--- src/pkg/tccm_regs.svh ---
// Register offsets, field positions, reset values and timing counts of the channel 3/4 mode block
// Operation
// - A filtered input changes only after N successive samples agree on the new level.
// - Channel 4 filter field is bits 15:12; codes 0000, 0001, 0010 sample at clock rate.
// - Codes 0100, 0101 sample at clock/2 (N 6, 8); 0110 samples at clock/4 (N 8).
// - Codes 1010, 1011, 1100 sample at clock/16 with N of 5, 6 and 8.
// - Codes 1101, 1110, 1111 sample at clock/32 (N 5, 6, 8); 1001 at clock/8, N 8.
// - Prescaler bits 11:10 capture every edge, or once per 2, 4 or 8 events.
// - Filter and prescaler act only while the channel selection field is nonzero.
// - Channel 4 select bits 9:8: output, input four, input three, internal trigger.
// - Channel 3 select bits 1:0: output, input three, input four, internal trigger.
// - Channel 3 filter bits 7:4 and prescaler bits 3:2 behave as channel 4's do.
// - Channel 3 output mode, buffer and fast enable apply only when channel is output.
// - Output and input fields share bit positions; the selection field picks the meaning.
`ifndef TCCM_REGS_SVH
`define TCCM_REGS_SVH

`define TCCM_ADDR_W 8
`define TCCM_MODE_OFS 8'h1C
`define TCCM_ENABLE_OFS 8'h20
`define TCCM_STATUS_OFS 8'h30

`define TCCM_MODE_RESET 16'h0000
`define TCCM_MODE_WMASK 16'hFFFF
`define TCCM_CH_STRIDE 8
`define TCCM_SEL_LSB 0
`define TCCM_PSC_LSB 2
`define TCCM_FILT_LSB 4
`define TCCM_OCFE_BIT 2
`define TCCM_OCBE_BIT 3
`define TCCM_OCM_LSB 4

`define TCCM_EN_RESET 4'h0
`define TCCM_CH3_EN_BIT 8
`define TCCM_CH3_POL_BIT 9
`define TCCM_CH4_EN_BIT 12
`define TCCM_CH4_POL_BIT 13

`define TCCM_ST_LEVEL_LSB 0
`define TCCM_ST_SELWARN_LSB 2
`define TCCM_ST_CH3_CNT_LSB 8
`define TCCM_ST_CH4_CNT_LSB 16

`define TCCM_RATE_CLK1 3'h0
`define TCCM_RATE_CLK2 3'h1
`define TCCM_RATE_CLK4 3'h2
`define TCCM_RATE_CLK8 3'h3
`define TCCM_RATE_CLK16 3'h4
`define TCCM_RATE_CLK32 3'h5
`define TCCM_LEN_NONE 4'h1

`endif

--- src/pkg/tccm_pkg.sv ---
// Types shared by the channel 3/4 mode block
package tccm_pkg;

   typedef enum logic [1:0] {
      TCCM_SEL_OUTPUT  = 2'h0,
      TCCM_SEL_NATIVE  = 2'h1,
      TCCM_SEL_CROSS   = 2'h2,
      TCCM_SEL_TRIGGER = 2'h3
   } tccmSel_t;

   typedef struct packed {
      logic [3:0] filter;
      logic [1:0] prescale;
      logic [1:0] select;
   } tccmInCfg_t;

   typedef struct packed {
      logic [2:0] mode;
      logic bufferEn;
      logic fastEn;
   } tccmOutCfg_t;

   typedef struct packed {
      logic [2:0] rateShift;
      logic [3:0] length;
   } tccmFilt_t;

endpackage

--- src/verilog/tccm_input_cond.sv ---
// One capture input: sampling divider, digital filter, edge detect and capture prescaler
`timescale 1ns/100ps
`include "tccm_regs.svh"
module tccm_input_cond import tccm_pkg::*; #(
   parameter int CNT_W = 8
) (
   input wire logic clk,
   input wire logic resetn,
   input wire logic rawIn,
   input tccmInCfg_t cfg,
   input wire logic captureEnable,
   input wire logic invert,
   output logic filtLevel,
   output logic capturePulse,
   output logic [CNT_W-1:0] captureCount
);

   function automatic tccmFilt_t decodeFilter(input logic [3:0] code);
      tccmFilt_t f;
      f = '{rateShift: `TCCM_RATE_CLK1, length: `TCCM_LEN_NONE};
      case (code)
         4'h0: f = '{rateShift: `TCCM_RATE_CLK1, length: `TCCM_LEN_NONE};
         4'h1: f = '{rateShift: `TCCM_RATE_CLK1, length: 4'h2};
         4'h2: f = '{rateShift: `TCCM_RATE_CLK1, length: 4'h8};
         4'h3: f = '{rateShift: `TCCM_RATE_CLK1, length: 4'h8};
         4'h4: f = '{rateShift: `TCCM_RATE_CLK2, length: 4'h6};
         4'h5: f = '{rateShift: `TCCM_RATE_CLK2, length: 4'h8};
         4'h6: f = '{rateShift: `TCCM_RATE_CLK4, length: 4'h8};
         4'h7: f = '{rateShift: `TCCM_RATE_CLK4, length: 4'h6};
         4'h8: f = '{rateShift: `TCCM_RATE_CLK8, length: 4'h6};
         4'h9: f = '{rateShift: `TCCM_RATE_CLK8, length: 4'h8};
         4'hA: f = '{rateShift: `TCCM_RATE_CLK16, length: 4'h5};
         4'hB: f = '{rateShift: `TCCM_RATE_CLK16, length: 4'h6};
         4'hC: f = '{rateShift: `TCCM_RATE_CLK16, length: 4'h8};
         4'hD: f = '{rateShift: `TCCM_RATE_CLK32, length: 4'h5};
         4'hE: f = '{rateShift: `TCCM_RATE_CLK32, length: 4'h6};
         default: f = '{rateShift: `TCCM_RATE_CLK32, length: 4'h8};
      endcase
      return f;
   endfunction

   tccmFilt_t filt;
   logic isInput;
   logic [5:0] span;
   logic [4:0] rateMask;
   logic tick;
   logic [2:0] pscLimit;
   logic [4:0] divCnt_q, divCnt_d;
   logic [3:0] agree_q, agree_d;
   logic level_q, level_d;
   logic [2:0] psc_q, psc_d;
   logic pulse_q, pulse_d;
   logic [CNT_W-1:0] count_q, count_d;
   logic activeEdge;

   always_comb begin
      filt = decodeFilter(cfg.filter);
      isInput = (cfg.select != TCCM_SEL_OUTPUT);
      span = 6'h01 << filt.rateShift;
      rateMask = 5'(span - 6'h01);
      tick = ((divCnt_q & rateMask) == 5'h00);
      pscLimit = 3'((4'h1 << cfg.prescale) - 4'h1);
      divCnt_d = isInput ? divCnt_q + 5'h01 : 5'h00;
      agree_d = agree_q;
      level_d = level_q;
      if (!isInput) begin
         agree_d = 4'h0;
      end else if (tick) begin
         if (rawIn == level_q) begin
            agree_d = 4'h0;
         end else if (agree_q + 4'h1 >= filt.length) begin
            level_d = rawIn;
            agree_d = 4'h0;
         end else begin
            agree_d = agree_q + 4'h1;
         end
      end
      // Active edge is rising unless the channel polarity inverts it
      activeEdge = (level_d != level_q) && ((level_d ^ invert) == 1'b1);
      psc_d = psc_q;
      pulse_d = 1'b0;
      count_d = count_q;
      if (!isInput || !captureEnable) begin
         psc_d = 3'h0;
      end else if (activeEdge) begin
         if (psc_q >= pscLimit) begin
            psc_d = 3'h0;
            pulse_d = 1'b1;
            count_d = count_q + CNT_W'(1);
         end else begin
            psc_d = psc_q + 3'h1;
         end
      end
   end

   always_ff @(posedge clk) begin
      if (!resetn) begin
         divCnt_q <= 5'h00;
         agree_q <= 4'h0;
         level_q <= 1'b0;
         psc_q <= 3'h0;
         pulse_q <= 1'b0;
         count_q <= '0;
      end else begin
         divCnt_q <= divCnt_d;
         agree_q <= agree_d;
         level_q <= level_d;
         psc_q <= psc_d;
         pulse_q <= pulse_d;
         count_q <= count_d;
      end
   end

   assign filtLevel = level_q;
   assign capturePulse = pulse_q;
   assign captureCount = count_q;

endmodule

--- src/verilog/tccm_top.sv ---
// Channel 3/4 capture/compare mode register with input routing, filtering and prescaling
//
// The Wishbone register port and the register addresses were chosen for this implementation.
`timescale 1ns/100ps
`include "tccm_regs.svh"
module tccm_top import tccm_pkg::*; #(
   parameter int CNT_W = 8
) (
   input wire logic clk,
   input wire logic resetn,
   input wire logic wb_cyc_i,
   input wire logic wb_stb_i,
   input wire logic wb_we_i,
   input wire logic [`TCCM_ADDR_W-1:0] wb_adr_i,
   input wire logic [3:0] wb_sel_i,
   input wire logic [31:0] wb_dat_i,
   output logic [31:0] wb_dat_o,
   output logic wb_ack_o,
   input wire logic timerInputThree,
   input wire logic timerInputFour,
   input wire logic internalTriggerInput,
   output logic [1:0] channelIsInput,
   output logic [1:0] filteredLevel,
   output logic [1:0] captureEvent,
   output tccmOutCfg_t ch3OutCfg,
   output tccmOutCfg_t ch4OutCfg
);

   logic [15:0] mode_q, mode_d;
   logic [3:0] enable_q, enable_d;
   logic [1:0] selWarn_q, selWarn_d;
   logic ack_q, ack_d;
   logic [31:0] rdData_q, rdData_d;
   tccmOutCfg_t ch3Out_q, ch3Out_d;
   tccmOutCfg_t ch4Out_q, ch4Out_d;
   logic [1:0] isInput_q, isInput_d;

   logic access;
   logic wrMode;
   logic wrEnable;
   logic wrStatus;
   logic [15:0] laneMask;
   logic [15:0] modeWrite;
   logic [1:0] chEnable;
   logic [1:0] chInvert;
   logic [1:0] routed;
   logic [1:0] selChange;
   logic [CNT_W-1:0] capCount [2];
   tccmInCfg_t inCfg [2];
   logic [31:0] statusWord;
   logic [31:0] enableWord;

   // Bus decode: one access per request, answered one cycle later
   always_comb begin
      access = wb_cyc_i && wb_stb_i && !ack_q;
      wrMode = access && wb_we_i && (wb_adr_i == `TCCM_MODE_OFS);
      wrEnable = access && wb_we_i && (wb_adr_i == `TCCM_ENABLE_OFS);
      wrStatus = access && wb_we_i && (wb_adr_i == `TCCM_STATUS_OFS);
      laneMask = {{8{wb_sel_i[1]}}, {8{wb_sel_i[0]}}};
      modeWrite = ((mode_q & ~laneMask) | (wb_dat_i[15:0] & laneMask)) & `TCCM_MODE_WMASK;
   end

   assign chEnable = {enable_q[2], enable_q[0]};
   assign chInvert = {enable_q[3], enable_q[1]};

   // Per-channel source routing and input conditioning
   genvar ch;
   generate
      for (ch = 0; ch < 2; ch++) begin : gChan
         logic native;
         logic crossIn;
         assign native = (ch == 0) ? timerInputThree : timerInputFour;
         assign crossIn = (ch == 0) ? timerInputFour : timerInputThree;
         assign inCfg[ch] = tccmInCfg_t'(mode_q[ch*`TCCM_CH_STRIDE +: 8]);

         always_comb begin
            case (tccmSel_t'(inCfg[ch].select))
               TCCM_SEL_NATIVE: routed[ch] = native;
               TCCM_SEL_CROSS: routed[ch] = crossIn;
               // Trigger choice itself lives in slave mode control, outside this block
               TCCM_SEL_TRIGGER: routed[ch] = internalTriggerInput;
               default: routed[ch] = 1'b0;
            endcase
         end

         // A selection change while the channel is on is flagged, not blocked
         assign selChange[ch] = wrMode && chEnable[ch] &&
            (modeWrite[ch*`TCCM_CH_STRIDE +: 2] != mode_q[ch*`TCCM_CH_STRIDE +: 2]);

         tccm_input_cond #(
            .CNT_W(CNT_W)
         ) uCond (
            .clk(clk),
            .resetn(resetn),
            .rawIn(routed[ch]),
            .cfg(inCfg[ch]),
            .captureEnable(chEnable[ch]),
            .invert(chInvert[ch]),
            .filtLevel(filteredLevel[ch]),
            .capturePulse(captureEvent[ch]),
            .captureCount(capCount[ch])
         );
      end
   endgenerate

   // Register file next state
   always_comb begin
      mode_d = mode_q;
      enable_d = enable_q;
      selWarn_d = selWarn_q;
      if (wrMode) begin
         mode_d = modeWrite;
      end
      if (wrEnable && wb_sel_i[1]) begin
         enable_d = {wb_dat_i[`TCCM_CH4_POL_BIT], wb_dat_i[`TCCM_CH4_EN_BIT],
                     wb_dat_i[`TCCM_CH3_POL_BIT], wb_dat_i[`TCCM_CH3_EN_BIT]};
      end
      if (wrStatus && wb_sel_i[0]) begin
         selWarn_d = selWarn_q & ~wb_dat_i[`TCCM_ST_SELWARN_LSB +: 2];
      end
      // Setting wins over a clear in the same cycle
      selWarn_d = selWarn_d | selChange;
   end

   always_ff @(posedge clk) begin
      if (!resetn) begin
         mode_q <= `TCCM_MODE_RESET;
         enable_q <= `TCCM_EN_RESET;
         selWarn_q <= 2'h0;
      end else begin
         mode_q <= mode_d;
         enable_q <= enable_d;
         selWarn_q <= selWarn_d;
      end
   end

   // Output compare fields reach the compare logic only for an output channel
   always_comb begin
      ch3Out_d = '0;
      ch4Out_d = '0;
      isInput_d[0] = (mode_q[`TCCM_SEL_LSB +: 2] != TCCM_SEL_OUTPUT);
      isInput_d[1] = (mode_q[`TCCM_CH_STRIDE + `TCCM_SEL_LSB +: 2] != TCCM_SEL_OUTPUT);
      if (!isInput_d[0]) begin
         ch3Out_d.mode = mode_q[`TCCM_OCM_LSB +: 3];
         ch3Out_d.bufferEn = mode_q[`TCCM_OCBE_BIT];
         ch3Out_d.fastEn = mode_q[`TCCM_OCFE_BIT];
      end
      if (!isInput_d[1]) begin
         ch4Out_d.mode = mode_q[`TCCM_CH_STRIDE + `TCCM_OCM_LSB +: 3];
         ch4Out_d.bufferEn = mode_q[`TCCM_CH_STRIDE + `TCCM_OCBE_BIT];
         ch4Out_d.fastEn = mode_q[`TCCM_CH_STRIDE + `TCCM_OCFE_BIT];
      end
   end

   always_ff @(posedge clk) begin
      if (!resetn) begin
         ch3Out_q <= '0;
         ch4Out_q <= '0;
         isInput_q <= 2'h0;
      end else begin
         ch3Out_q <= ch3Out_d;
         ch4Out_q <= ch4Out_d;
         isInput_q <= isInput_d;
      end
   end

   assign ch3OutCfg = ch3Out_q;
   assign ch4OutCfg = ch4Out_q;
   assign channelIsInput = isInput_q;

   // Read data and acknowledge
   always_comb begin
      statusWord = 32'h0000_0000;
      statusWord[`TCCM_ST_LEVEL_LSB +: 2] = filteredLevel;
      statusWord[`TCCM_ST_SELWARN_LSB +: 2] = selWarn_q;
      statusWord[`TCCM_ST_CH3_CNT_LSB +: 8] = 8'(capCount[0]);
      statusWord[`TCCM_ST_CH4_CNT_LSB +: 8] = 8'(capCount[1]);
      enableWord = 32'h0000_0000;
      enableWord[`TCCM_CH3_EN_BIT] = enable_q[0];
      enableWord[`TCCM_CH3_POL_BIT] = enable_q[1];
      enableWord[`TCCM_CH4_EN_BIT] = enable_q[2];
      enableWord[`TCCM_CH4_POL_BIT] = enable_q[3];
      ack_d = access;
      rdData_d = rdData_q;
      if (access && !wb_we_i) begin
         case (wb_adr_i)
            `TCCM_MODE_OFS: rdData_d = {16'h0000, mode_q};
            `TCCM_ENABLE_OFS: rdData_d = enableWord;
            `TCCM_STATUS_OFS: rdData_d = statusWord;
            default: rdData_d = 32'h0000_0000;
         endcase
      end
   end

   always_ff @(posedge clk) begin
      if (!resetn) begin
         ack_q <= 1'b0;
         rdData_q <= 32'h0000_0000;
      end else begin
         ack_q <= ack_d;
         rdData_q <= rdData_d;
      end
   end

   assign wb_ack_o = ack_q;
   assign wb_dat_o = rdData_q;

endmodule

--- config.mk ---
export PLATFORM = sky130hd
export DESIGN_NAME = tccm_top
export DESIGN_NICKNAME = d
export VERILOG_FILES = /design/src/pkg/tccm_pkg.sv /design/src/verilog/tccm_input_cond.sv /design/src/verilog/tccm_top.sv
export VERILOG_INCLUDE_DIRS = /design/src /design/src/pkg
export SDC_FILE = /design/constraint.sdc
export NUM_CORES = 1
export LEC_CHECK = 0
export BUFFER_PORTS_ARGS = -buffer_cell sky130_fd_sc_hd__buf_2
export CAP_MARGIN = 20
export CORE_MARGIN = 2
export CORE_UTILIZATION = 52
export DETAILED_ROUTE_END_ITERATION = 7
export PLACE_DENSITY = 0.72
export SETUP_SLACK_MARGIN = 0.1
export SLEW_MARGIN = 15
export SYNTH_ARGS = -nofsm -noshare
export SYNTH_HDL_FRONTEND = slang
export SYNTH_SLANG_ARGS = --single-unit
--- constraint.sdc ---
create_clock -name clk -period 5.6 [get_ports clk]
set_input_delay 0.84 -clock clk [delete_from_list [all_inputs] [get_ports clk]]
set_output_delay 0.84 -clock clk [all_outputs]
set_load 0.02 [all_outputs]
==> results of run 1 <==
==> cell type report <==
class	instances	area (um^2)
Clock buffer	20	455
Clock inverter	12	104
Fill cell	960	4150
Inverter	24	90.1
Multi-Input combinational cell	454	3030
Sequential cell	117	2340
Tap cell	140	175
Timing Repair Buffer	77	393
==> cell families (layout without fill, tap and decap cells) <==
logic type / after synthesis / after routing / synth area share, %
xor+xnor: 16 / 16 / 2.48
fa+ha+maj: 30 / 30 / 6.64
other cells: 1 / 8 / 0.0663
flops: 117 / 117 / 41.4
mux: 49 / 49 / 8.88
buf+inv: 68 / 133 / 5.40
simple gates: 243 / 243 / 22.0
compound gates: 108 / 108 / 13.1
==> layer usage <==
| metal | vias up | track usage (%) |
|---|---|---|
| met5 | - | 0 |
| met4 | 0 | 8.52 |
| met3 | 23 | 6.21 |
| met2 | 114 | 37.8 |
| met1 | 2270 | 30.0 |
| li1 | 2353 | - |
==> state kept, by name (all words and copies together), names as in the netlist, 4 cells and up, named ones only <==
name and count:
ch4OutCfg 5, enable_q 4, gChan.uCond.filt 14, gChan.uCond.agree_q 8, gChan.uCond.psc_q 6, mode_q 12, wb_dat_o 24, gChan.uCond.divCnt_q 10
gChan.uCond.captureCount 16, ch3OutCfg 5
==> worst max-delay path by stage <==
stage | to | slack, ns | cells after the start
6_report | gChan[0].uCond.filt[3] | 2.44 | 10
5_1_grt | gChan[0].uCond.filt[3] | 2.20 | 10
4_1_cts | gChan[0].uCond.filt[3] | 2.48 | 10
3_5_place_dp | gChan[0].uCond.filt[3] | 1.94 | 10
3_3_place_gp | gChan[0].uCond.filt[1] | 2.07 | 9
2_1_floorplan | gChan[0].uCond.filt[1] | 2.57 | 8
==> critical path: cells and delay by family <==
family | cells | cell delay [ns]
AOI/OAI and AO/OA | 1 | 0.27
and+or+nand+nor | 4 | 1.45
muxes | 1 | 0.32
buffers and inverters | 3 | 0.35
adders and majority gates | 1 | 0.35
==> cells in the mapped netlist, types with 6 or more instances <==
library cell    n
xor2_1         10
mux2i_1        40
or4_1           7
o21a_1          6
nand3_1        26
ha_1           30
nand2b_1       15
a22oi_1         8
a21oi_1        29
mux2_2          9
clkbuf_1       26
nor3_1          7
dfxtp_1       117
nand2_1        62
inv_1          19
and3_1         13
o21ai_0        15
and2_1         14
nor2_1         54
nor2b_1         6
o31ai_1         7
or2_2           6
xnor2_1         6
o21ai_1         7
nand4_1         7
nor4_1          9
buf_4          12
==> where the power goes <==
part / internal (mW) / total (mW) / switching (mW)
logic: 0.0164 / 0.0516 / 0.0352
registers: 0.834 / 0.835 / 0.00102
clock network: 0.621 / 1.01 / 0.392
==> per-stage QoR <==
stage | instance area [um^2] | cells | utilization [%] | hold slack, ns
6_report | 6590 | 844 | 61.3 | 0.451
5_1_grt | 6590 | 844 | 61.3 | 0.474
4_1_cts | 6580 | 843 | 61.3 | 0.453
3_5_place_dp | 6020 | 811 | 56.1 | 0.445
3_3_place_gp | 6020 | 811 | 56.1 | 0.437
2_1_floorplan | 5680 | 639 | - | 0.442
==> cell usage in the layout, fill, tap and decap left out, drive strengths merged, types with 4 or more instances in the layout <==
| cell type | Yosys | layout |
|---|---|---|
| nand3 | 26 | 26 |
| and2 | 14 | 14 |
| clkbuf | 26 | 21 |
| nand4 | 7 | 7 |
| a22oi | 8 | 8 |
| conb | 1 | 8 |
| or2 | 6 | 6 |
| dfxtp | 117 | 117 |
| clkinv | 4 | 11 |
| nor4 | 11 | 11 |
| nor2 | 54 | 54 |
| mux2 | 9 | 9 |
| xor2 | 10 | 10 |
| nor2b | 6 | 6 |
| xnor2 | 6 | 6 |
| or4 | 7 | 7 |
| nand2b | 15 | 15 |
| buf | 18 | 76 |
| nand2 | 62 | 62 |
| o21ai | 22 | 22 |
| and3 | 13 | 13 |
| mux2i | 40 | 40 |
| a221oi | 4 | 4 |
| a21oi | 29 | 29 |
| o31ai | 7 | 7 |
| inv | 20 | 21 |
| nor3 | 7 | 7 |
| a32oi | 4 | 4 |
| o21a | 6 | 6 |
| ha | 30 | 30 |
| a221o | 4 | 4 |
==> out/results.ini, run 1 <==
[placement]
dp_hpwl_um = 9410
routabilityCongestion = 0.872
port_buffers = 74
post-place-ws_ns = 1.94

[route]
top_layer = met4
met2_length_um = 6400
ant_nets = 0
wl_per_cell_um = 15.7
dr_total_vias = 4760
met3_length_um = 700
met1_length_um = 5970
dr.first_iter.drc_count = 304
drc = 0
viasPerCell = 5.64
drt-total-wl_um = 13300
dr.pass1.iters = 5

[synthesis]
synth_flop_cell = dfxtp_1
syn_inst = 632
async_flop_share_pct = 0
yosys_register_bits = 117
synth_top_area_share_pct = 41.4
syn_area_mm2 = 0.00565
syn_area_per_cell_um2 = 8.94
netlist_top_cells_area = dfxtp_1 (41%), mux2i_1 (7.1%), ha_1 (6.6%), nand2_1 (4.1%), nor2_1 (3.6%)
synth_largest_area_cell = dfxtp_1
ys_warn_count = 0
synth_edf_count = 0
synth_cell_types = 55
ys_seq_area_share_pct = 41.4

[clock_tree]
cts_buffers = 17
cts.path.max_buffers = 2
insertion_delay_ns = 0.52
cts_setup_buffers = 0
cts_hold_buf = 0
cts-htree-levels = 4
cts_tree = yes
post_cts_resized = 0
cts.sinks = 117
root_buffer = clkbuf_8
clk_pin_slew_ns = 0.06

[grt]
antenna_found_initial = 0
grt_pass1_wl_um = 21400
grt_max_degree = 55
grt_overflow = 0
grt_pass1_vias = 4474
gr-usage-all-layers_pct = 23.4

[floorplanning]
die_h_um = 108
ios = 101
start_util_pct = 52.6
dieArea_mm2 = 0.0117
row_count = 38
die_w_um = 108
placeableCoreArea_mm2 = 0.0107

[worst_hold_path]
min-delay-start = wb_dat_o[16]
whs_endpoint = wb_dat_o[16]
hold_path_class = reg2reg
holdPathStages = 2

[pwr]
power_mw = 1.90
power_leakage_nw = 2.76
power_density_mw_per_mm2 = 288
ir_drop_v = 0.000171

[timing]
min_period_ns = 3.16
fin_tns_setup_ns = 0
finalHoldViolCount = 0
finClkSkew_ns = 0.00731
max_slew_margin_pct = 25.9
setup_viol = 0
finalWorstSetupSlack_ns = 2.44
slew_violations = 0
post-route-period-util_pct = 56.4
tightest_slew_ns = 1.11
rsz0062_at_grt = no
timing.fmax_mhz = 316

[worst_setup_path]
crit_start = wb_adr_i[1]
worstSetupStartpointType = input port
worst-endpoint-required_ns = 6.02
cpPeakStageDelay_ns = 0.61
slowest_stage = nand4_1
rr_endpoint = gChan[0].uCond.captureCount[3]
worstPathCellList = buf_2 -> nor4_2 -> nand4_1 -> mux2i_1 -> nor2_1 -> inv_1 -> ha_1 -> inv_1 -> nor2_1 -> o32ai_1
ff2ff_setup_slack_ns = 2.64
cp_max_fo = 9
reg2reg_depth = 9
reg2reg_from = gChan[0].uCond.agree_q[0]
cp-end-kind = flop
crit_arrival_ns = 3.58
crit_type = in2reg

[cells_and_area]
syn2layout_area_growth_pct = 16.6
final_nets = 773
antenna_cells = 0
layout-drive-gt1-share_pct = 18.6

[status]
status = finished, final reports clean

[job]
maxCapViolCount = 0

(Power assumes the default switching activity.)
==> run 2, diff against run 1 <==
- CORE_UTILIZATION: 52 -> 51
- PLACE_DENSITY: 0.72 -> 0.74
- clock period: 5.6 -> 2.9 ns (I/O delays scaled with it)
==> run 2 against run 1 <==
Compared with the run above:
- via count is 1.1% higher
- largest power group unchanged
- highest routed layer unchanged
- sequential cell count did not move
- worst setup slack got worse by 2.2 ns
==> out/results.ini, run 2 (same netlist as run 1, synthesis figures left out) <==
[status]
status = finished, final reports clean

[pwr]
ir_drop_v = 0.000341  ; +99%
power_mw = 3.63  ; +91%
power_leakage_nw = 2.83  ; +2.6%
power_density_mw_per_mm2 = 543  ; +88%

[clock_tree]
cts_buffers = 17  ; unchanged
cts-htree-levels = 4  ; unchanged
clk_pin_slew_ns = 0.06  ; about the same
insertion_delay_ns = 0.52  ; about the same
cts_setup_buffers = 0  ; unchanged
cts.path.max_buffers = 2  ; unchanged
cts_hold_buf = 0  ; unchanged
root_buffer = clkbuf_8
cts.sinks = 117  ; unchanged
cts_tree = yes

[route]
viasPerCell = 5.61  ; -0.56%
dr.pass1.iters = 5  ; unchanged
drc = 0  ; unchanged
drt-total-wl_um = 13400  ; +0.96%
wl_per_cell_um = 15.6  ; -0.68%
ant_nets = 0  ; unchanged
dr.first_iter.drc_count = 285  ; -6.3%
dr_total_vias = 4812  ; +1.1%

[cells_and_area]
fin_util_pct = 61.7  ; +0.40 points
layout-drive-gt1-share_pct = 20.1  ; +1.5 points
final_cell_mix = dfxtp_1 (117), buf_2 (74), nand2_1 (62)
final_common_cell = dfxtp_1
largest_reg_flops = 24  ; unchanged
final_nets = 786  ; +1.7%
final_area_mm2 = 0.00669  ; +1.5%
syn2layout_area_growth_pct = 18.4

[worst_setup_path]
reg2reg_depth = 10  ; +1
crit_type = reg2reg
worstSetupStartpointType = flop
rr_endpoint = gChan[0].uCond.captureCount[6]
reg2reg_from = gChan[0].uCond.agree_q[0]
cp-end-kind = flop
ff2ff_setup_slack_ns = 0.20  ; -2.44 ns
crit_start = gChan[0].uCond.agree_q[0]
cp_max_fo = 12  ; +3
crit_arrival_ns = 3.15  ; -0.43 ns
worst-endpoint-required_ns = 3.35  ; -2.67 ns

[timing]
finalWorstSetupSlack_ns = 0.202  ; -2.24 ns
post-route-period-util_pct = 93.0
timing.fmax_mhz = 371
min_period_ns = 2.70
slew_violations = 0  ; unchanged
fin_tns_setup_ns = 0  ; unchanged
finClkSkew_ns = 0.00802  ; +0.000713 ns
max_slew_margin_pct = 32.0  ; +6.1 points
finalHoldViolCount = 0  ; unchanged
tightest_slew_ns = 1.02  ; -0.0912 ns
rsz0062_at_grt = yes
setup_viol = 0  ; unchanged

[grt]
grt_max_degree = 26  ; -53%
grt_pass1_vias = 4541  ; +1.5%
gr-usage-all-layers_pct = 23.8  ; +0.42 points
antenna_found_initial = 1  ; +1
grt_overflow = 0  ; unchanged
grt_pass1_wl_um = 21700  ; +1.2%

[placement]
dpl_cell_area_mm2 = 0.00613  ; +1.7%
routabilityCongestion = 0.876  ; +0.46%
dp_hpwl_um = 9800  ; +4.2%
port_buffers = 74  ; unchanged
post-place-ws_ns = 0.0697  ; -1.87 ns

[floorplanning]
dieArea_mm2 = 0.0119  ; +1.9%
placeableCoreArea_mm2 = 0.0108  ; +0.89%
row_count = 38  ; unchanged
ios = 101  ; unchanged
die_w_um = 109  ; +0.94%
die_h_um = 109  ; +0.94%
start_util_pct = 52.1  ; -0.46 points

[worst_hold_path]
hold_path_class = in2reg
holdPathStages = 3  ; +1
min-delay-start = wb_dat_i[11]

[job]
maxCapViolCount = 0  ; unchanged

run 2: changes by cell type in the layout (fill, tap and decap cells not counted), sizes merged:
cell	before	now
clkbuf	21	23
diode	0	1
buf	76	90
clkinvlp	3	1
inv	21	20
run 2: how the worst max path moves through the flow:
stage	slack, ns	to	cells past startpoint
5_1_grt	0.05	gChan[0].uCond.captureCount[6]	10
3_5_place_dp	0.07	gChan[0].uCond.captureCount[6]	10
4_1_cts	0.11	gChan[1].uCond.psc_q[1]	10
6_report	0.20	gChan[0].uCond.captureCount[6]	10
3_3_place_gp	0.12	gChan[0].uCond.captureCount[6]	10
2_1_floorplan	0.27	gChan[0].uCond.filt[1]	8
run 2: per-layer routing:
layer / part of all wire [%] / routed length, um / GRT usage [%] / vias up
met3: 5.9 / 791 / 6.16 / 35
li1: - / - / - / 2366
met5: 0 / 0 / 0 / -
met1: 44 / 5940 / 29.1 / 2262
met2: 47 / 6350 / 39.0 / 149
met4: 2.5 / 340 / 11.3 / 0
run 2: worst max-delay path: stages, from the launching register on:
cell and delay (ns):
dfxtp_1 0.36, ha_1 0.22, nor2b_1 0.14, or2_2 0.28, ha_1 0.27, o21a_1 0.10
nor2_1 0.05, or4_4 0.51, buf_4 0.19, nor4_2 0.30, mux2i_1 0.20
run 2: through the flow:
step	cells	hold slack, ns
after floorplan	639	0.442
after global placement	825	0.438
final	858	0.163
after detailed placement	825	0.445
after CTS	857	0.140
after global routing	858	0.159
run 2: layout make-up:
cell class / count / area, um^2
sequential: 117 / 2340
multi-input combinational: 454 / 3040
antenna: 1 / 2.50
tap: 140 / 175
timing repair buffer: 90 / 490
clock inverter: 9 / 76.3
inverter: 24 / 90.1
fill: 901 / 4150
clock buffer: 23 / 477
run 2: timing repair:
action | 4_1_cts | 5_1_grt
cloned | 0 | 0
setup endpoints to repair | 4 | 15
gates resized for setup | 1 | 1
run 2: power breakdown:
| part | switching, mW | internal [mW] |
|---|---|---|
| Clock | 0.701 | 1.22 |
| Sequential | 0.00299 | 1.61 |
| Combinational | 0.0680 | 0.0335 |
